File: config.mk
export PLATFORM = sky130hd
export DESIGN_NAME = spa_serial_slave
export DESIGN_NICKNAME = d
export VERILOG_FILES = /design/src/hdl/spa_pkg.sv /design/src/hdl/spa_uart_if.sv /design/src/hdl/spa_serial_slave.sv /design/src/hdl/spa_uart.sv
export SDC_FILE = /design/constraint.sdc
export NUM_CORES = 1
export LEC_CHECK = 0
export BUFFER_PORTS_ARGS = -buffer_cell sky130_fd_sc_hd__buf_2
export CAP_MARGIN = 20
export CORE_MARGIN = 1
export CORE_UTILIZATION = 45
export CTS_CLUSTER_SIZE = 30
export DETAILED_ROUTE_END_ITERATION = 10
export PLACE_DENSITY_LB_ADDON = 0.15
export SLEW_MARGIN = 20
export SYNTH_ARGS = -nofsm -noshare
export SYNTH_HDL_FRONTEND = slang
export SYNTH_SLANG_ARGS = --single-unit
File: constraint.sdc
create_clock -name clk -period 10.2 [get_ports clk]
set_input_delay 1.53 -clock clk [delete_from_list [all_inputs] [get_ports clk]]
set_output_delay 1.53 -clock clk [all_outputs]
set_load 0.1 [all_outputs]
File: src/hdl/spa_pkg.sv
package spa_pkg;

   // Clock and time base
   localparam int CLK_HZ        = 40_000_000;
   localparam int CLK_PERIOD_NS = 25;
   localparam int MS_NS         = 1_000_000;
   localparam int MS_CYCLES_DEF = MS_NS / CLK_PERIOD_NS;

   // Framing bytes and command codes
   localparam logic [7:0] START_BYTE  = 8'h7e;
   localparam logic [7:0] STUFF_BYTE  = 8'h00;
   localparam logic [7:0] BCAST_BYTE  = 8'he0;
   localparam logic [2:0] CMD_RESP    = 3'h1;
   localparam logic [2:0] CMD_PRG_RD  = 3'h2;
   localparam logic [2:0] CMD_PRG_WR  = 3'h3;
   localparam logic [2:0] CMD_PAR_RD  = 3'h4;
   localparam logic [2:0] CMD_BIT_MOD = 3'h6;
   localparam logic [2:0] CMD_BCAST   = 3'h7;
   localparam logic [2:0] COUNT_MIN   = 3'h1;
   localparam logic [2:0] COUNT_MAX   = 3'h4;
   localparam logic [2:0] COUNT_BMOD  = 3'h2;
   localparam logic [3:0] TX_FIRST_DATA = 4'h4;

   // Reset configuration
   localparam logic [3:0] BAUD_RESET = 4'h5;
   localparam logic [4:0] NODE_RESET = 5'h00;

   // Stored instruction encoding
   localparam logic [3:0] OP_ARITH_LO   = 4'h8;
   localparam logic [3:0] OP_ARITH_HI   = 4'hb;
   localparam logic [3:0] OP_FAST_COPY  = 4'he;
   localparam logic [12:0] FAST_COPY_END = 13'h0004;

   // Character framing: start, 8 data, parity, stop
   localparam logic [3:0] CHAR_LAST = 4'ha;

   typedef enum logic [3:0] {
      S_HUNT = 4'h1,
      S_RX   = 4'h2,
      S_ACC  = 4'h4,
      S_TX   = 4'h8
   } spa_st_e;

   // Clock cycles per bit for each rate code
   function automatic logic [16:0] spaBitCycles(input logic [3:0] code);
      case (code)
         4'h0:    spaBitCycles = 17'(CLK_HZ / 600);
         4'h1:    spaBitCycles = 17'(CLK_HZ / 1200);
         4'h2:    spaBitCycles = 17'(CLK_HZ / 2400);
         4'h3:    spaBitCycles = 17'(CLK_HZ / 4800);
         4'h6:    spaBitCycles = 17'(CLK_HZ / 19200);
         4'h7:    spaBitCycles = 17'(CLK_HZ / 38400);
         4'h8:    spaBitCycles = 17'(CLK_HZ / 57600);
         default: spaBitCycles = 17'(CLK_HZ / 9600);
      endcase
   endfunction

   // Message time-out in ms for each rate code
   function automatic logic [9:0] spaTimeoutMs(input logic [3:0] code);
      case (code)
         4'h0:    spaTimeoutMs = 10'd512;
         4'h1:    spaTimeoutMs = 10'd256;
         4'h2:    spaTimeoutMs = 10'd128;
         4'h3:    spaTimeoutMs = 10'd64;
         4'h6:    spaTimeoutMs = 10'd16;
         4'h7:    spaTimeoutMs = 10'd12;
         4'h8:    spaTimeoutMs = 10'd8;
         default: spaTimeoutMs = 10'd32;
      endcase
   endfunction

endpackage

File: src/hdl/spa_uart_if.sv
`timescale 1ns/100ps
`default_nettype none
interface spa_uart_if;
   logic [16:0] div;
   logic [7:0]  rxByte;
   logic        rxValid;
   logic        rxErr;
   logic [7:0]  txByte;
   logic        txStart;
   logic        txReady;
   modport core (output div, txByte, txStart, input rxByte, rxValid, rxErr, txReady);
   modport phy  (input div, txByte, txStart, output rxByte, rxValid, rxErr, txReady);
endinterface
`default_nettype wire

File: src/hdl/spa_serial_slave.sv
`timescale 1ns/100ps
`default_nettype none
module spa_serial_slave import spa_pkg::*; #(
   parameter int MS_CYCLES = MS_CYCLES_DEF
) (
   // Clock and reset
   input  wire logic       clk,
   input  wire logic       reset,
   // Serial line
   input  wire logic       rxd,
   output logic            txd,
   output logic            txEnable,
   // Configuration
   input  wire logic [3:0] baudSelectParam,
   input  wire logic [4:0] nodeAddressParam,
   input  wire logic       serialReinitCommand,
   input  wire logic       configStoreCommand,
   output logic      [3:0] activeBaud,
   output logic      [4:0] activeNode,
   output logic            configSave,
   // Parameter and program store
   output logic            parReq,
   output logic            parWe,
   output logic            parProgram,
   output logic     [12:0] parAddr,
   output logic      [7:0] parWrData,
   input  wire logic [7:0] parRdData,
   // Written instruction decode
   output logic            instrValid,
   output logic      [3:0] instrOpcode,
   output logic      [3:0] instrArg,
   output logic            instrLong,
   output logic            instrFastNop
);

   typedef struct packed {
      spa_st_e         st;
      logic [3:0]      baud;
      logic [4:0]      node;
      logic            esc;
      logic [1:0]      idx;
      logic [2:0]      cmd;
      logic [4:0]      dst;
      logic [4:0]      bk;
      logic [2:0]      cnt;
      logic [7:0]      par;
      logic [3:0][7:0] dat;
      logic [2:0]      dn;
      logic [7:0]      sum;
      logic [15:0]     sub;
      logic [9:0]      ms;
      logic [2:0]      ai;
      logic            ph;
      logic [3:0]      tk;
      logic            stf;
      logic            ts;
      logic [7:0]      tb;
      logic            txEn;
      logic            cfgSave;
      logic            pReq;
      logic            pWe;
      logic            pPrg;
      logic [12:0]     pAddr;
      logic [7:0]      pWd;
      logic            iVal;
      logic [3:0]      iOp;
      logic [3:0]      iArg;
      logic            iLong;
      logic            iNop;
   } spa_core_s;

   localparam spa_core_s RESET_S = '{st: S_HUNT, baud: BAUD_RESET, node: NODE_RESET,
                                     default: '0};

   spa_core_s  q;
   spa_core_s  d;
   spa_uart_if u ();

   // Character engine
   spa_uart i_uart (
      .clk   (clk),
      .reset (reset),
      .rxd   (rxd),
      .txd   (txd),
      .u     (u.phy)
   );

   // Frame parser, store access and reply sequencer
   always_comb begin
      logic        take;
      logic [7:0]  v;
      logic [1:0]  ri;
      logic [7:0]  rs;
      logic [2:0]  rn;
      logic        rd;
      logic        bm;
      logic        ok;
      logic [12:0] a;
      logic [7:0]  nb;
      logic [7:0]  wd;
      d    = q;
      take = 1'b0;
      v    = u.rxByte;
      ri   = q.idx;
      rs   = q.sum;
      rn   = q.dn;
      rd   = (q.cmd == CMD_PRG_RD) || (q.cmd == CMD_PAR_RD);
      bm   = (q.cmd == CMD_BIT_MOD);
      ok   = (q.cnt >= COUNT_MIN) && (q.cnt <= COUNT_MAX) && (!bm || q.cnt == COUNT_BMOD) &&
             (q.cmd != CMD_RESP) && (q.cmd == CMD_BCAST ? {q.cmd, q.dst} == BCAST_BYTE
                                                        : q.dst == q.node);
      a    = {q.bk, q.par} + 13'(q.ai);
      nb   = START_BYTE;
      wd   = bm ? ((parRdData & q.dat[0]) | (q.dat[1] & ~q.dat[0])) : q.dat[q.ai[1:0]];
      d.ts      = 1'b0;
      d.pReq    = 1'b0;
      d.iVal    = 1'b0;
      d.cfgSave = configStoreCommand;
      // Settings change only on the reinit command
      if (serialReinitCommand) begin
         d.baud = baudSelectParam;
         d.node = nodeAddressParam;
      end
      case (q.st)
         S_HUNT: begin
            if (u.rxValid && !u.rxErr && u.rxByte == START_BYTE) begin
               d.st  = S_RX;
               d.idx = '0;
               d.dn  = '0;
               d.sum = '0;
               d.esc = 1'b0;
               d.sub = '0;
               d.ms  = '0;
            end
         end
         S_RX: begin
            // Millisecond time base counts from the start byte
            if (q.sub == 16'(MS_CYCLES - 1)) begin
               d.sub = '0;
               d.ms  = q.ms + 10'h1;
            end else begin
               d.sub = q.sub + 16'h1;
            end
            if (q.ms >= spaTimeoutMs(q.baud)) begin
               d.st = S_HUNT;
            end else if (u.rxValid) begin
               if (u.rxErr) begin
                  d.st = S_HUNT;
               end else if (!q.esc && v == START_BYTE) begin
                  d.esc = 1'b1;
               end else if (q.esc && v == STUFF_BYTE) begin
                  d.esc = 1'b0;
                  take  = 1'b1;
                  v     = START_BYTE;
               end else begin
                  // Unstuffed 7E was a fresh start byte
                  if (q.esc) begin
                     ri    = '0;
                     rs    = '0;
                     rn    = '0;
                     d.sub = '0;
                     d.ms  = '0;
                  end
                  d.esc = (v == START_BYTE);
                  take  = (v != START_BYTE);
               end
            end
            if (take) begin
               d.sum = rs + v;
               case (ri)
                  2'd0: begin
                     d.cmd = v[7:5];
                     d.dst = v[4:0];
                     d.idx = 2'd1;
                     d.dn  = '0;
                     if (v == '0) begin
                        d.st = S_HUNT;
                     end
                  end
                  2'd1: begin
                     d.cnt = v[2:0];
                     d.bk  = v[7:3];
                     d.idx = 2'd2;
                  end
                  2'd2: begin
                     d.par = v;
                     d.idx = 2'd3;
                  end
                  default: begin
                     if (rd || rn == q.cnt) begin
                        d.st = S_HUNT;
                        if (v == rs && ok) begin
                           d.st = S_ACC;
                           d.ai = '0;
                           d.ph = 1'b0;
                        end
                     end else begin
                        d.dat[rn[1:0]] = v;
                        d.dn = rn + 3'h1;
                     end
                  end
               endcase
            end
         end
         S_ACC: begin
            d.pPrg  = (q.cmd == CMD_PRG_RD) || (q.cmd == CMD_PRG_WR);
            d.pAddr = a;
            d.tk    = '0;
            d.stf   = 1'b0;
            d.sum   = '0;
            d.sub   = '0;
            if (!q.ph && (rd || bm)) begin
               d.pReq = 1'b1;
               d.pWe  = 1'b0;
               d.ph   = 1'b1;
            end else if (rd) begin
               d.dat[q.ai[1:0]] = parRdData;
               d.ph = 1'b0;
               d.ai = q.ai + 3'h1;
               if (q.ai == q.cnt - 3'h1) begin
                  d.st   = S_TX;
               end
            end else begin
               d.pReq = 1'b1;
               d.pWe  = 1'b1;
               d.pWd  = wd;
               d.ai   = q.ai + 3'h1;
               // Decode the first byte of each written instruction
               if (q.cmd == CMD_PRG_WR && !a[0]) begin
                  d.iVal  = 1'b1;
                  d.iOp   = wd[3:0];
                  d.iArg  = wd[7:4];
                  d.iLong = (wd[3:0] >= OP_ARITH_LO) && (wd[3:0] <= OP_ARITH_HI);
                  d.iNop  = (wd[3:0] == OP_FAST_COPY) && (a >= FAST_COPY_END);
               end
               if (bm || q.ai == q.cnt - 3'h1) begin
                  d.st   = (q.cmd == CMD_BCAST) ? S_HUNT : S_TX;
               end
            end
         end
         S_TX: begin
            case (q.tk)
               4'd0:    nb = START_BYTE;
               4'd1:    nb = {CMD_RESP, q.node};
               4'd2:    nb = {q.bk, q.cnt};
               4'd3:    nb = q.par;
               default: nb = (q.tk - TX_FIRST_DATA < 4'(q.cnt)) ?
                             q.dat[2'(q.tk - TX_FIRST_DATA)] : q.sum;
            endcase
            if (q.tk == '0 && q.sub != u.div[16:1]) begin
               d.sub = q.sub + 16'h1; // Master's stop bit must end before we drive
            end else if (u.txReady && !q.ts) begin
               // Last byte has fully left the shifter
               if (!q.stf && q.tk == (rd ? TX_FIRST_DATA + 4'(q.cnt) + 4'h1 : 4'h2)) begin
                  d.st   = S_HUNT;
                  d.txEn = 1'b0;
               end else if (q.stf) begin
                  d.ts  = 1'b1;
                  d.tb  = STUFF_BYTE;
                  d.stf = 1'b0;
               end else begin
                  d.ts  = 1'b1;
                  d.tb  = nb;
                  d.txEn = 1'b1;
                  d.tk  = q.tk + 4'h1;
                  d.sum = (q.tk == '0) ? q.sum : q.sum + nb;
                  d.stf = (q.tk != '0) && (nb == START_BYTE);
               end
            end
         end
         default: d = RESET_S;
      endcase
   end

   // State register
   always_ff @(posedge clk or posedge reset) begin
      if (reset) begin
         q <= RESET_S;
      end else begin
         q <= d;
      end
   end

   // Character engine hookup
   assign u.div     = spaBitCycles(q.baud);
   assign u.txStart = q.ts;
   assign u.txByte  = q.tb;

   // Outputs, all from the state register
   assign txEnable     = q.txEn;
   assign activeBaud   = q.baud;
   assign activeNode   = q.node;
   assign configSave   = q.cfgSave;
   assign parReq       = q.pReq;
   assign parWe        = q.pWe;
   assign parProgram   = q.pPrg;
   assign parAddr      = q.pAddr;
   assign parWrData    = q.pWd;
   assign instrValid   = q.iVal;
   assign instrOpcode  = q.iOp;
   assign instrArg     = q.iArg;
   assign instrLong    = q.iLong;
   assign instrFastNop = q.iNop;

   a_reset_config: assert property (@(posedge clk) disable iff (reset)
      $past(reset) |-> q.baud == BAUD_RESET && q.node == NODE_RESET)
      else $error("reset configuration wrong");
   a_config_hold: assert property (@(posedge clk) disable iff (reset)
      !$past(serialReinitCommand) |-> $stable(q.baud) && $stable(q.node))
      else $error("configuration changed without reinit");
   a_rate_map: assert property (@(posedge clk) disable iff (reset)
      serialReinitCommand && baudSelectParam == 4'h8 |=> u.div == 17'(CLK_HZ / 57600))
      else $error("bit period wrong for top rate");
   a_timeout_bound: assert property (@(posedge clk) disable iff (reset)
      q.st == S_RX |-> q.ms <= spaTimeoutMs(q.baud))
      else $error("frame outlived its time-out");
   a_stuff_follows: assert property (@(posedge clk) disable iff (reset)
      $fell(q.stf) && q.st == S_TX |-> q.ts && q.tb == STUFF_BYTE)
      else $error("7E not followed by stuffed zero");
   a_bcast_silent: assert property (@(posedge clk) disable iff (reset)
      q.st == S_ACC && q.cmd == CMD_BCAST |=> !q.txEn && q.st != S_TX)
      else $error("reply to broadcast");
   a_line_quiet: assert property (@(posedge clk) disable iff (reset)
      q.st == S_HUNT || q.st == S_RX |-> !q.txEn)
      else $error("line driven while not answering");
   a_bit_change: assert property (@(posedge clk) disable iff (reset)
      q.st == S_ACC && q.cmd == CMD_BIT_MOD && q.ph |=> parWe && parReq &&
      parWrData == (($past(parRdData) & q.dat[0]) | (q.dat[1] & ~q.dat[0])))
      else $error("bit change data wrong");
   a_fast_ignore: assert property (@(posedge clk) disable iff (reset)
      instrValid && instrOpcode == OP_FAST_COPY |-> instrFastNop == (parAddr >= FAST_COPY_END))
      else $error("fast copy position check wrong");
   a_instr_len: assert property (@(posedge clk) disable iff (reset)
      instrValid |-> instrLong == (instrOpcode >= OP_ARITH_LO && instrOpcode <= OP_ARITH_HI))
      else $error("instruction length wrong");

endmodule
`default_nettype wire

File: src/hdl/spa_uart.sv
`timescale 1ns/100ps
`default_nettype none
module spa_uart import spa_pkg::*; (
   // Clock and reset
   input  wire logic clk,
   input  wire logic reset,
   // Line
   input  wire logic rxd,
   output logic      txd,
   // Core side
   spa_uart_if.phy   u
);

   typedef struct packed {
      logic        rb;
      logic [16:0] rc;
      logic [3:0]  rn;
      logic [9:0]  rs;
      logic        rv;
      logic        re;
      logic [7:0]  rbyte;
      logic        tb;
      logic [16:0] tc;
      logic [3:0]  tn;
      logic [10:0] ts;
   } spa_uart_s;

   localparam spa_uart_s RESET_S = '{ts: '1, default: '0};

   spa_uart_s q;
   spa_uart_s d;

   // Receiver samples mid-bit; transmitter shifts one frame
   always_comb begin
      d = q;
      d.rv = 1'b0;
      d.re = 1'b0;
      if (!q.rb) begin
         if (!rxd) begin
            d.rb = 1'b1;
            d.rc = {1'b0, u.div[16:1]};
            d.rn = '0;
         end
      end else if (q.rc != '0) begin
         d.rc = q.rc - 17'h1;
      end else begin
         d.rc = u.div - 17'h1;
         d.rn = q.rn + 4'h1;
         if (q.rn == '0) begin
            d.rb = ~rxd; // High at mid-start is a glitch
         end else begin
            d.rs = {rxd, q.rs[9:1]};
            if (q.rn == CHAR_LAST) begin
               d.rb    = 1'b0;
               d.rv    = 1'b1;
               d.rbyte = d.rs[7:0];
               d.re    = (^d.rs[8:0]) | ~d.rs[9]; // Even parity and stop
            end
         end
      end
      if (!q.tb) begin
         if (u.txStart) begin
            d.tb = 1'b1;
            d.ts = {1'b1, ^u.txByte, u.txByte, 1'b0};
            d.tc = u.div - 17'h1;
            d.tn = '0;
         end
      end else if (q.tc != '0) begin
         d.tc = q.tc - 17'h1;
      end else begin
         d.tc = u.div - 17'h1;
         d.tn = q.tn + 4'h1;
         d.ts = {1'b1, q.ts[10:1]};
         d.tb = (q.tn != CHAR_LAST);
      end
   end

   // State register
   always_ff @(posedge clk or posedge reset) begin
      if (reset) begin
         q <= RESET_S;
      end else begin
         q <= d;
      end
   end

   assign txd       = q.ts[0];
   assign u.rxByte  = q.rbyte;
   assign u.rxValid = q.rv;
   assign u.rxErr   = q.re;
   assign u.txReady = ~q.tb;

   a_char_start: assert property (@(posedge clk) disable iff (reset)
      u.txStart && !q.tb |=> !txd ##1 !txd)
      else $error("start bit not driven low");
   a_char_stop: assert property (@(posedge clk) disable iff (reset)
      q.tb && q.tn == CHAR_LAST |-> txd)
      else $error("stop bit not high");

endmodule
`default_nettype wire

# Word level (Yosys, flattened, before mapping)
# Index checks and enable logic that the tools add are counted.
dict set report classes {
  mux 148
  add_sub_neg 17
  n_bitwise 15
  n_lt_le_gt_ge 12
  reduce_logical 77
  n_eq_ne 71
}
# operator count
set op_table {}
lappend op_table {{$mux 8} 28}
lappend op_table {{$mux 26} 6}
lappend op_table {{$pmux 17 s7} 1}
lappend op_table {{$mux 32} 3}
lappend op_table {{$pmux 32 s3} 1}
lappend op_table {{$mux 4} 21}
lappend op_table {{$pmux 24 s3} 1}
lappend op_table {{$pmux 10 s7} 1}
lappend op_table {{$pmux 35 s2} 1}
lappend op_table {{$mux 69} 1}
lappend op_table {{$mux 33} 2}
lappend op_table {{$bwmux 32} 2}
lappend op_table {{$sub 17x1->17 const B} 3}
lappend op_table {{$mux 10} 5}
lappend op_table {{$pmux 24 s2} 1}
lappend op_table {{$mux 15} 3}
lappend op_table {{$mux 22} 2}
lappend op_table {{$ne 2x2->1 const B} 22}
lappend op_table {{$mux 19} 2}
lappend op_table {{$mux 37} 1}
lappend op_table {{$mux 35} 1}
lappend op_table {{$mux 17} 2}
lappend op_table {{$reduce_bool 17->1} 2}
lappend op_table {{$bmux 8 s2} 2}
lappend op_table {{other kinds (85)} 226}
dict set report word_totals {
  reg_bits 239
  out_inout_bits 47
}

# Logic depth before layout (Yosys ltp)
# Gate-level depths: netlist of the first run.
dict set report logic_depth {
  word_depth 17
  mapped_depth 24
  ltp_nobuf 20
}

# Cells and area by module
# A second synthesis of the first run with hierarchy kept.
dict set report unflattened {
  cells_unflattened 1768
  area_unflattened_um2 16198.0
}
# module cells_per_inst area_per_inst_um2 n_inst
set modules_own_cells {}
lappend modules_own_cells {spa_serial_slave 1279 11606.1 1}
lappend modules_own_cells {spa_uart 489 4591.9 1}

# Worst setup path after synthesis of the first run
# Ideal clock, no wire load.
dict set report synth_path {
  kind {reg-to-reg}
  start {reg q, in the netlist activeBaud[3]}
  end {reg q[54] in the netlist's numbering}
  n_path_buf 3
  t_arrival_ns 5.430
  required_ns 10.079
  slack_ns 4.649
  stages_incl_launch_ff 21
  path_cell_list {dfrtp_1 -> buf_2 -> buf_4 -> nor4_1 -> inv_1 -> ha_1 -> and3_4 -> a221o_1 -> or3_4 -> nand2b_4 -> clkbuf_1 -> and2_1 -> ha_1 -> or4_1 -> a221o_1 -> a2111oi_0 -> nand3b_1 -> mux2i_1 -> and3_1 -> o221ai_1 -> a22o_1}
}
dict set report synth_between {
  elab_chain_cells 10
}
# element line
set synth_rtl {}
lappend synth_rtl {{start, declared} spa_serial_slave.sv:75} ;# spa_core_s q;
lappend synth_rtl {{start signal, assigned} spa_serial_slave.sv:278} ;# q <= RESET_S;
lappend synth_rtl {{start signal, assigned} spa_serial_slave.sv:280} ;# q <= d;
lappend synth_rtl {{$eq 4x4->1 (tied with other cells)} spa_pkg.sv:60} ;# case (code)
lappend synth_rtl {{$pmux 10 s7 (*)} spa_pkg.sv:60}
lappend synth_rtl {{$mux 10 (*)} spa_serial_slave.sv:124} ;# case (q.st)
lappend synth_rtl {{$ge 10x10->1 (*)} spa_serial_slave.sv:144} ;# if (q.ms >= spaTimeoutMs(q.baud)) begin
lappend synth_rtl {{$mux 8 (tied with other cells)} spa_serial_slave.sv:144}
lappend synth_rtl {{$mux 8 (tied with other cells)} spa_serial_slave.sv:124}
lappend synth_rtl {{$eq 8x8->1 (tied with other cells)} spa_serial_slave.sv:192} ;# if (v == rs && ok) begin
lappend synth_rtl {{$logic_and 1x1->1 (tied with other cells)} spa_serial_slave.sv:192}
lappend synth_rtl {{$ne 2x2->1 (no source line)} n/a}
lappend synth_rtl {{$reduce_and 6->1 (no source line) (*)} n/a}
# Every way passes the cells marked *; elsewhere a longest branch is shown, timed or not. The select of a mux whose other input is x is not followed.
# A chain may end at the register's enable or synchronous reset.

# Worst setup path in the final report of the first run
dict set report layout_path {
  start {reg q, in the netlist activeBaud[1]}
  end {reg q[54] in the netlist's numbering}
}
# The elaborated chain is that of the path after synthesis.

==> results.txt, run 1 <==
status -> completed
Final Cell Area -> 17200 µm²
CP max-delay cell -> nor4_1
Total Wirelength -> 46100 µm
Crit path largest cell delay -> 730 ps
Util after Layout -> 0.498
Yosys top cell area share -> 0.355
pin count of the biggest net entering global routing -> 117
cell accounting for the most synthesized area -> dfrtp_1
# fillers -> 3271
Syn Area/Cell -> 9.23 µm²
Critical Path End Type -> flip-flop
top cells by area, synth -> dfrtp_1 (36%), ha_1 (4.8%), nor2_1 (3.9%)
Worst Hold Class -> flip-flop to flip-flop
Synth cell types -> 94
Skew-Pair Late Insertion Delay -> 560 ps
pre-CTS setup slack -> 4050 ps
logic gate share of total power -> 0.079
Hold Crit Depth -> 2
Core Area -> 34500 µm²
n_diodes -> 0
Top Usage Layer GRT -> met2
ys async rst share -> 1.00
Final WS setup -> 3960 ps
htree depth -> 1
chip width -> 189 µm
number of global-route vias before repair -> 13000
Site Rows -> 68
GRT met3 Usage -> 0.0495
cell count after synthesis -> 1709
final clock period utilization by the worst path -> 0.612
register area share after synthesis -> 0.379
sequential power share -> 0.434
vias per cell -> 6.14
GR Util met2 -> 0.399
Fin. Hold Viols -> 0
hold_buf cts -> 0
Cell Count Post-Placement -> 2113
Final min period -> 6240 ps
placed cell area -> 16200 µm²
Post-synth top cells -> dfrtp_1 (224), nor2_1 (164), nand2_1 (133), o21ai_0 (100), a21oi_1 (95)
Resize count post-CTS -> 0
Worst EP arrival -> 6700 ps
unrepaired setup endpoints after global routing -> no
Clock Power Share -> 0.487
die height -> 189 µm
M1 GR Usage -> 0.374
Max Clk Rate -> 0.160 GHz
Max Root-Sink Buffers -> 3
Reg clk slew, reported paths -> 70 ps
crit path max fanout -> 34
area of the mapped netlist -> 15800 µm²
grt total ovfl -> 0
Design Power -> 2.31 mW
DRC -> 0
Cell Int Power -> 1.72 mW
WS Path Type -> flip-flop to flip-flop
critical path required time -> 10660 ps
DR vias -> 13300
worst path cell trace -> buf_4 -> nor4_1 -> inv_1 -> ha_1 -> and3_4 -> a221o_1 -> or3_4 -> nand2b_4 -> and2_1 -> ha_1 -> or4_1 -> a221o_1 -> a2111oi_0 -> nand3b_1 -> mux2i_1 -> and3_1 -> o221ai_1 -> a22o_1
RePlAce Congestion -> 0.914
PwrDens -> 134 nW/µm²
Port Buffers -> 68
#FFs+latches synth -> 238
Setup crit start kind -> flip-flop
Worst VDD drop -> 0.129 mV
Final setup viols -> 0
TNS Setup -> 0 ps
Clock Skews -> 15.6 ps
WL per Instance -> 21.2 µm
hold_ws -> 472 ps
TritonCTS clock tree -> yes
count leader, synth -> dfrtp_1
global-route wire length before repair -> 74200 µm
DP HPWL -> 32700 µm
Rel. slew slack -> 0.265
share of cells above drive strength 1 -> 0.148
Area Growth Syn to Fin -> 9.06%
syn nets -> 1794
Post-CTS Repair Setup Buffers -> 0
Initial Utilization -> 0.457
Pre-antenna DRT Iters -> 5
Switch Pwr -> 0.590 mW
root buf cell -> clkbuf_16
Post-synth EDFFs -> 0
number of synthesis warnings -> 0
Leakage -> 7.50 nW
I/O pin count -> 69
number of DRC markers in iteration 0 -> 1141
Final #Nets -> 1775
initial antenna violation count -> 0
gr usage total -> 0.261
CTS sink cnt -> 238
cts bufs inserted -> 30
R2R depth -> 18
Max Slew Vio Count -> 0
post-route ant nets -> 0
sw frac -> 0.256
DIE AREA -> 35800 µm²
Max-Cap Viols -> 0
Main synth FF type -> dfrtp_1
Slew @ Worst Pin -> 1100 ps
non-filler instance count after layout -> 2168
worst max-delay path: cells and delay by family (launching register included):
| kind | cells | cell delay (ps) |
|---|---|---|
| AO/OA/AOI/OAI | 5 | 1640 |
| multiplexers | 1 | 260 |
| flip-flops | 1 | 360 |
| buffers and inverters | 2 | 420 |
| adder cells (fa/ha/maj) | 2 | 680 |
| AND/OR/NAND/NOR | 8 | 2740 |
flip-flops by register name, summed over array words and instances, names as in the netlist, 5 cells and up:
name / flops
parAddr: 13
u.txByte: 8
activeNode: 5
parWrData: 8
i_uart.u.rxByte: 8
i_uart.q: 63
q: 109
worst paths after layout:
path / slack [ps] / to / start
max: 3960 / q[54] / activeBaud[1]
min: 470 / parAddr[4] / parAddr[4]
max reg2reg: 3960 / q[54] / activeBaud[1]
min reg2reg: 470 / parAddr[4] / parAddr[4]
max in group asynchronous: 7590 / i_uart.q[47] / reset
min in group asynchronous: 1130 / configSave / reset
layout by cell type (no fill, tap or decap), types with 16 or more instances in the layout:
master     synthesis  routed
nand2b_1          21      21
a21oi_1           95      95
nor2b_1           22      22
mux4_2            16      16
o211ai_1          19      19
a22o_1            31      31
buf_4             42      17
o21ai_0          100     100
nand3_1           44      44
nor3_1            32      31
ha_1              60      60
mux2i_1           60      60
a211oi_1          22      22
dfrtp_1          224     224
o22ai_1           20      20
o2bb2ai_1         34      34
nand2_1          133     133
xor2_1            32      32
xnor2_1           46      46
nor2_1           164     164
clkbuf_16          0      31
buf_2             12      68
mux2_2            47      47
inv_1             69      68
and2_1            23      23
area by class of cell:
cell class,count,area [µm²],area share
multi-input cells,1264,8880,0.516
flip-flops and latches,238,5970,0.347
clock buffers,42,897,0.0521
well taps,455,569,0.0331
repair buffers,85,468,0.0272
inverters,71,274,0.0159
clock inverters,13,153,0.00887
logic make-up (layout without fill, tap and decap cells):
logic type                 Yosys count  count (layout)  share of synthesized area
DFF                                238             238                      0.379
xor gates and xnor gates            78              78                     0.0433
AOI/OAI and AO/OA                  460             460                      0.201
adders and majority gates           63              63                     0.0514
and+or+nand+nor                    540             540                      0.172
muxes                              123             123                     0.0944
buffers and inverters              207             211                     0.0602
power by group through the flow:
| stage | Combinational, mW | Clock (mW) | Sequential, mW |
|---|---|---|---|
| floorplan | 0.150 | 0 | 1.01 |
| global placement | 0.180 | 0 | 1.02 |
| detailed placement | 0.184 | 0 | 1.02 |
| global route | 0.205 | 1.18 | 1.00 |
| CTS | 0.184 | 1.14 | 1.00 |
| finish | 0.182 | 1.12 | 1.00 |
layer usage:
layer	up-vias	part of all wire
met3	102	0.064
met2	429	0.44
li1	6183	-
met4	0	0.032
met5	-	0
met1	6598	0.46
No activity file was read; power rests on OpenSTA's default activity.
==> run 2: changes to the inputs <==
==> constraint.sdc (replaced) <==
create_clock -name clk -period 5.65 [get_ports clk]
set_input_delay 0.8475 -clock clk [delete_from_list [all_inputs] [get_ports clk]]
set_output_delay 0.8475 -clock clk [all_outputs]
set_load 0.1 [all_outputs]
==> run 2 against run 1 <==
Compared with the run above: utilization increased by 0.15 points; register-to-register slack got worse by 3800 ps; combinational power increased by 95%; sequential share of layout area decreased by 0.11 points; critical endpoint unchanged.
==> results.txt, run 2 (synthesized netlist as in run 1, its figures left out) <==
Area Growth Syn to Fin -> 9.40%
gr usage total -> 0.262
WL met2 -> 20400 µm
worst r2r dst -> q[54]
Max Slew Vio Count -> 0
post-route ant nets -> 0
DR vias -> 13400
Critical Path End Type -> flip-flop
Worst EP arrival -> 5920 ps
pin count of the biggest net entering global routing -> 149
Switch Pwr -> 1.05 mW
placed cell area -> 16300 µm²
top sig layer -> met5
max reg flops -> 109
Clock Skews -> 41.6 ps
Final #Nets -> 1788
Clock Power Share -> 0.467
DP HPWL -> 33100 µm
die height -> 189 µm
grt total ovfl -> 0
Slew @ Worst Pin -> 1050 ps
Worst VDD drop -> 0.260 mV
unrepaired setup endpoints after global routing -> no
Max Clk Rate -> 0.184 GHz
root buf cell -> clkbuf_16
vias per cell -> 6.13
DRC -> 0
Core Area -> 34500 µm²
met3 wire len -> 3380 µm
global-route wire length before repair -> 74200 µm
Final min period -> 5450 ps
PwrDens -> 235 nW/µm²
TritonCTS clock tree -> yes
Worst Hold Class -> input pin to asynchronous set/reset pin
Util after Layout -> 0.500
sw frac -> 0.260
DIE AREA -> 35800 µm²
initial antenna violation count -> 1
final clock period utilization by the worst path -> 0.964
chip width -> 189 µm
critical path required time -> 6130 ps
WL per Instance -> 21.3 µm
Fin. Hold Viols -> 0
htree depth -> 1
Final setup viols -> 0
Final WS setup -> 203 ps
Setup crit start kind -> flip-flop
Leakage -> 7.51 nW
n_diodes -> 0
R2R depth -> 18
Final Cell Area -> 17300 µm²
Max-Cap Viols -> 0
RePlAce Congestion -> 0.931
cts bufs inserted -> 28
Cell Int Power -> 3.00 mW
pre-CTS setup slack -> 49.7 ps
Port Buffers -> 68
Initial Utilization -> 0.457
Reg clk slew, reported paths -> 70 ps
Skew-Pair Late Insertion Delay -> 580 ps
logic gate share of total power -> 0.087
FF-to-FF Start -> activeBaud[0]
crit path max fanout -> 12
hold_ws -> 338 ps
sequential power share -> 0.445
Rel. slew slack -> 0.289
TNS Setup -> 0 ps
WS Path Type -> flip-flop to flip-flop
hold_buf cts -> 0
Pre-antenna DRT Iters -> 5
wl on met1 -> 21300 µm
commonest non-fill, non-tap cell in the layout -> dfrtp_1
Total Wirelength -> 46500 µm
r2r setup slk -> 200 ps
I/O pin count -> 69
most flop-heavy register -> q
status -> completed
CTS sink cnt -> 238
share of cells above drive strength 1 -> 0.154
Site Rows -> 68
number of global-route vias before repair -> 12900
Max Root-Sink Buffers -> 3
most frequent cells in the layout -> dfrtp_1 (224), nor2_1 (162), nand2_1 (133), o21ai_0 (100), a21oi_1 (95)
number of DRC markers in iteration 0 -> 1239
==> run 2: how the worst max path moves through the flow <==
| stage | startpoint | endpoint | slack (ps) |
|---|---|---|---|
| final | activeBaud[0] | q[54] | 200 |
| after global routing | activeBaud[0] | q[54] | 20 |
| after CTS | activeBaud[0] | q[54] | 30 |
| after detailed placement | activeBaud[0] | q[54] | 50 |
| after global placement | activeBaud[0] | q[54] | 270 |
| after floorplan | activeBaud[3] | q[54] | 100 |
==> run 2: power groups by stage <==
stage | combinational, mW | sequential [mW] | clock [mW]
after floorplan | 0.272 | 1.82 | 0
after global placement | 0.346 | 1.83 | 0
after detailed placement | 0.352 | 1.83 | 0
after CTS | 0.352 | 1.80 | 1.94
after global routing | 0.397 | 1.81 | 2.00
final | 0.354 | 1.80 | 1.89
==> run 2: through the flow <==
step                cells  power (mW)
detailed placement   2126        2.18
floorplan            1709        2.09
global placement     2126        2.18
finish               2180        4.05
global route         2180        4.21
CTS                  2178        4.09
==> run 2: layer usage <==
layer	track usage	vias to the layer above
met5	0	-
met4	0.0865	2
met3	0.0586	95
met2	0.396	432
met1	0.371	6641
li1	-	6196
==> run 2: what timing repair did <==
item                                    4_1_cts  5_1_grt
gates resized for setup                       0        8
endpoints found under the hold margin         0        0
endpoints found under the setup margin        0        5
buffers inserted                              0        2
==> run 2: critical path, stage by stage, from the launching register on <==
cell       delay [ps]
dfstp_2           430
buf_4             160
nor4b_2           300
inv_1             100
ha_1              280
and3_4            190
a221o_1           410
or3_4             450
nand2b_4          230
and2_1            190
ha_1              330
or4_1             550
a221o_1           340
a2111oi_4         390
nand3b_1          140
mux2i_2           240
and3_1            250
o221ai_1          130
a22o_1            250
==> run 2: layout make-up <==
class	count	area (µm²)
Clock buffer	42	813
Clock inverter	10	139
Fill cell	3258	17300
Inverter	71	270
Multi-Input combinational cell	1264	8900
Sequential cell	238	5970
Tap cell	455	569
Timing Repair Buffer	100	593
==> run 3: changes to the inputs <==
--- a/config.mk
+++ b/config.mk
@@ -12,7 +12,8 @@
 export CTS_CLUSTER_SIZE = 30
 export DETAILED_ROUTE_END_ITERATION = 10
 export PLACE_DENSITY_LB_ADDON = 0.15
-export SLEW_MARGIN = 20
+export SLEW_MARGIN = 30
 export SYNTH_ARGS = -nofsm -noshare
 export SYNTH_HDL_FRONTEND = slang
+export SYNTH_HIERARCHICAL = 1
 export SYNTH_SLANG_ARGS = --single-unit
==> run 3 against run 2 <==
Compared with the run above: sequential power rose by 3%; clock skew fell by 12 ps; largest cell class unchanged; global-route usage fell by 0.75 points; final area rose by 1.7%; setup slack improved by 190 ps; combinational power rose by 40%; count of clock-buffer cells in the layout fell by 5; synthesized cell count rose by 3.5%; sequential cell count did not move; critical path depth fell by 1; die area rose by 2.6%.
==> results.txt, run 3 <==
hold_buf cts -> 0
FF-to-FF Start -> activeBaud[2]
Initial Utilization -> 0.457
r2r setup slk -> 390 ps
register area share after synthesis -> 0.369
count leader, synth -> dfrtp_1
number of synthesis warnings -> 6
cell count after synthesis -> 1768
DRC -> 0
Core Area -> 35500 µm²
status -> completed
Syn Area/Cell -> 9.16 µm²
share of cells above drive strength 1 -> 0.147
die height -> 192 µm
Rel. slew slack -> 0.367
number of DRC markers in iteration 0 -> 1145
# fillers -> 3327
most frequent cells in the layout -> dfrtp_1 (223), nand2_1 (171), nor2_1 (127), o21ai_0 (107), a21oi_1 (82)
CTS sink cnt -> 238
Critical Path End Type -> flip-flop
pin count of the biggest net entering global routing -> 70
max reg flops -> 109
Area Growth Syn to Fin -> 8.40%
TritonCTS clock tree -> yes
Post-synth top cells -> dfrtp_1 (224), nand2_1 (172), nor2_1 (127), o21ai_0 (107), a21oi_1 (82)
Max Slew Vio Count -> 0
Port Buffers -> 68
PwrDens -> 242 nW/µm²
GR Util met2 -> 0.386
kind of cell adding the most delay to the critical path -> simple AND/OR/NAND/NOR gates
grt total ovfl -> 0
Worst EP arrival -> 5710 ps
crit path max fanout -> 13
Top Usage Layer GRT -> met2
number of global-route vias before repair -> 13000
Worst Hold Class -> input pin to asynchronous set/reset pin
Switch Pwr -> 1.18 mW
worst path cell trace -> or2_1 -> or3_1 -> ha_1 -> and3_4 -> a221oi_4 -> and3_2 -> nand2_2 -> and2_1 -> ha_1 -> or4_1 -> a221oi_1 -> nor2b_1 -> nand4_1 -> or2_1 -> o31ai_4 -> o211ai_1 -> mux2_2
chip width -> 192 µm
CP Buf/Inv Count -> 0
Final Cell Area -> 17600 µm²
WL per Instance -> 20.8 µm
M1 GR Usage -> 0.375
worst r2r dst -> q[52]
n_diodes -> 0
Max-Cap Viols -> 0
Yosys top cell area share -> 0.346
Synth cell types -> 98
Total Wirelength -> 46300 µm
Skew-Pair Late Insertion Delay -> 570 ps
Crit path largest cell delay -> 570 ps
Post-synth EDFFs -> 0
Max Clk Rate -> 0.190 GHz
Max Root-Sink Buffers -> 3
R2R depth -> 17
sequential power share -> 0.437
Leakage -> 7.61 nW
sw frac -> 0.278
DIE AREA -> 36800 µm²
WS Path Type -> flip-flop to flip-flop
post-route ant nets -> 0
Setup crit start kind -> flip-flop
Fin. Hold Viols -> 0
critical path required time -> 6100 ps
Slew @ Worst Pin -> 946 ps
vias per cell -> 6.09
area of the mapped netlist -> 16200 µm²
final clock period utilization by the worst path -> 0.931
Worst VDD drop -> 0.244 mV
Reg clk slew, reported paths -> 70 ps
initial antenna violation count -> 1
Cell Count Post-Placement -> 2175
Util after Layout -> 0.495
top cells by area, synth -> dfrtp_1 (35%), ha_1 (4.6%), mux2i_1 (4.1%)
Clock Skews -> 29.9 ps
DP HPWL -> 33600 µm
gr usage total -> 0.255
#FFs+latches synth -> 238
syn nets -> 1853
global-route wire length before repair -> 73800 µm
non-filler instance count after layout -> 2227
logic gate share of total power -> 0.117
Site Rows -> 69
Final setup viols -> 0
commonest non-fill, non-tap cell in the layout -> dfrtp_1
most flop-heavy register -> q
htree depth -> 1
Final #Nets -> 1829
Final min period -> 5260 ps
Clock Power Share -> 0.446
TNS Setup -> 0 ps
Main synth FF type -> dfrtp_1
DR vias -> 13600
cell accounting for the most synthesized area -> dfrtp_1
cts bufs inserted -> 28
GRT met3 Usage -> 0.0389
ys async rst share -> 1.00
Cell Int Power -> 3.06 mW
RePlAce Congestion -> 0.924
CP max-delay cell -> or4_1
placed cell area -> 16600 µm²
root buf cell -> clkbuf_16
unrepaired setup endpoints after global routing -> no
Pre-antenna DRT Iters -> 8
I/O pin count -> 69
==> run 3: changes by cell type after synthesis, sizes merged, moves of 13 or more <==
cell | previous run | this run
nor2 | 164 | 128
buf | 63 | 79
o21ai | 105 | 127
nor4 | 6 | 20
o2bb2ai | 34 | 9
a21oi | 96 | 83
nand2 | 134 | 173
a32o | 2 | 20
xnor2 | 46 | 62
==> run 3: power by group through the flow <==
stage | registers, mW | clock network, mW | logic, mW
after CTS | 1.85 | 1.94 | 0.493
final | 1.85 | 1.89 | 0.496
after floorplan | 1.86 | 0 | 0.390
after global routing | 1.86 | 2.01 | 0.557
after detailed placement | 1.88 | 0 | 0.490
after global placement | 1.88 | 0 | 0.485
==> run 3: what timing repair did <==
item / 4_1_cts / 5_1_grt
resized for setup: 0 / 6
setup buffers: 0 / 0
endpoints found under the setup margin: 0 / 4
==> run 3: layer usage <==
metal / vias up / wire [µm] / part of all wire
li1: 6350 / - / -
met1: 6732 / 21800 / 0.47
met2: 416 / 20500 / 0.44
met3: 74 / 2930 / 0.063
met4: 0 / 1090 / 0.024
met5: - / 0 / 0
==> run 3: through the flow <==
step           worst slack, ps  total power, mW  hold slack, ps
4_1_cts                    166             4.28             324
3_3_place_gp               302             2.37             456
5_1_grt                   17.0             4.43             347
3_5_place_dp               173             2.37             469
6_report                   392             4.24             324
2_1_floorplan              374             2.25             451
==> run 3: layout make-up <==
| type | count | area, µm² | share of cell area |
|---|---|---|---|
| Timing Repair Buffer | 94 | 539 | 0.0307 |
| Clock buffer | 37 | 785 | 0.0447 |
| Multi-Input combinational cell | 1306 | 9220 | 0.525 |
| Tap cell | 461 | 577 | 0.0329 |
| Sequential cell | 238 | 5970 | 0.340 |
| Inverter | 76 | 290 | 0.0165 |
| Clock inverter | 15 | 178 | 0.0101 |
==> run 3: worst max path at each step <==
stage	endpoint	cells past startpoint	from
floorplan	activeBaud[1]	1	reset
global placement	q[52]	20	activeBaud[2]
detailed placement	q[52]	18	activeBaud[2]
CTS	q[52]	18	activeBaud[2]
global route	q[52]	17	activeBaud[2]
finish	q[52]	17	activeBaud[2]
==> run 3: logic make-up (layout without fill, tap and decap cells) <==
family                   count (synthesis)  after routing  share of synthesized area
flip-flops                             238            238                      0.369
AND/OR/NAND/NOR                        572            572                      0.181
buffers and inverters                  224            222                     0.0655
XOR/XNOR                                93             93                     0.0503
adder cells (fa/ha/maj)                 63             63                     0.0501
multiplexers                           130            130                     0.0963
AO/OA/AOI/OAI                          448            448                      0.188
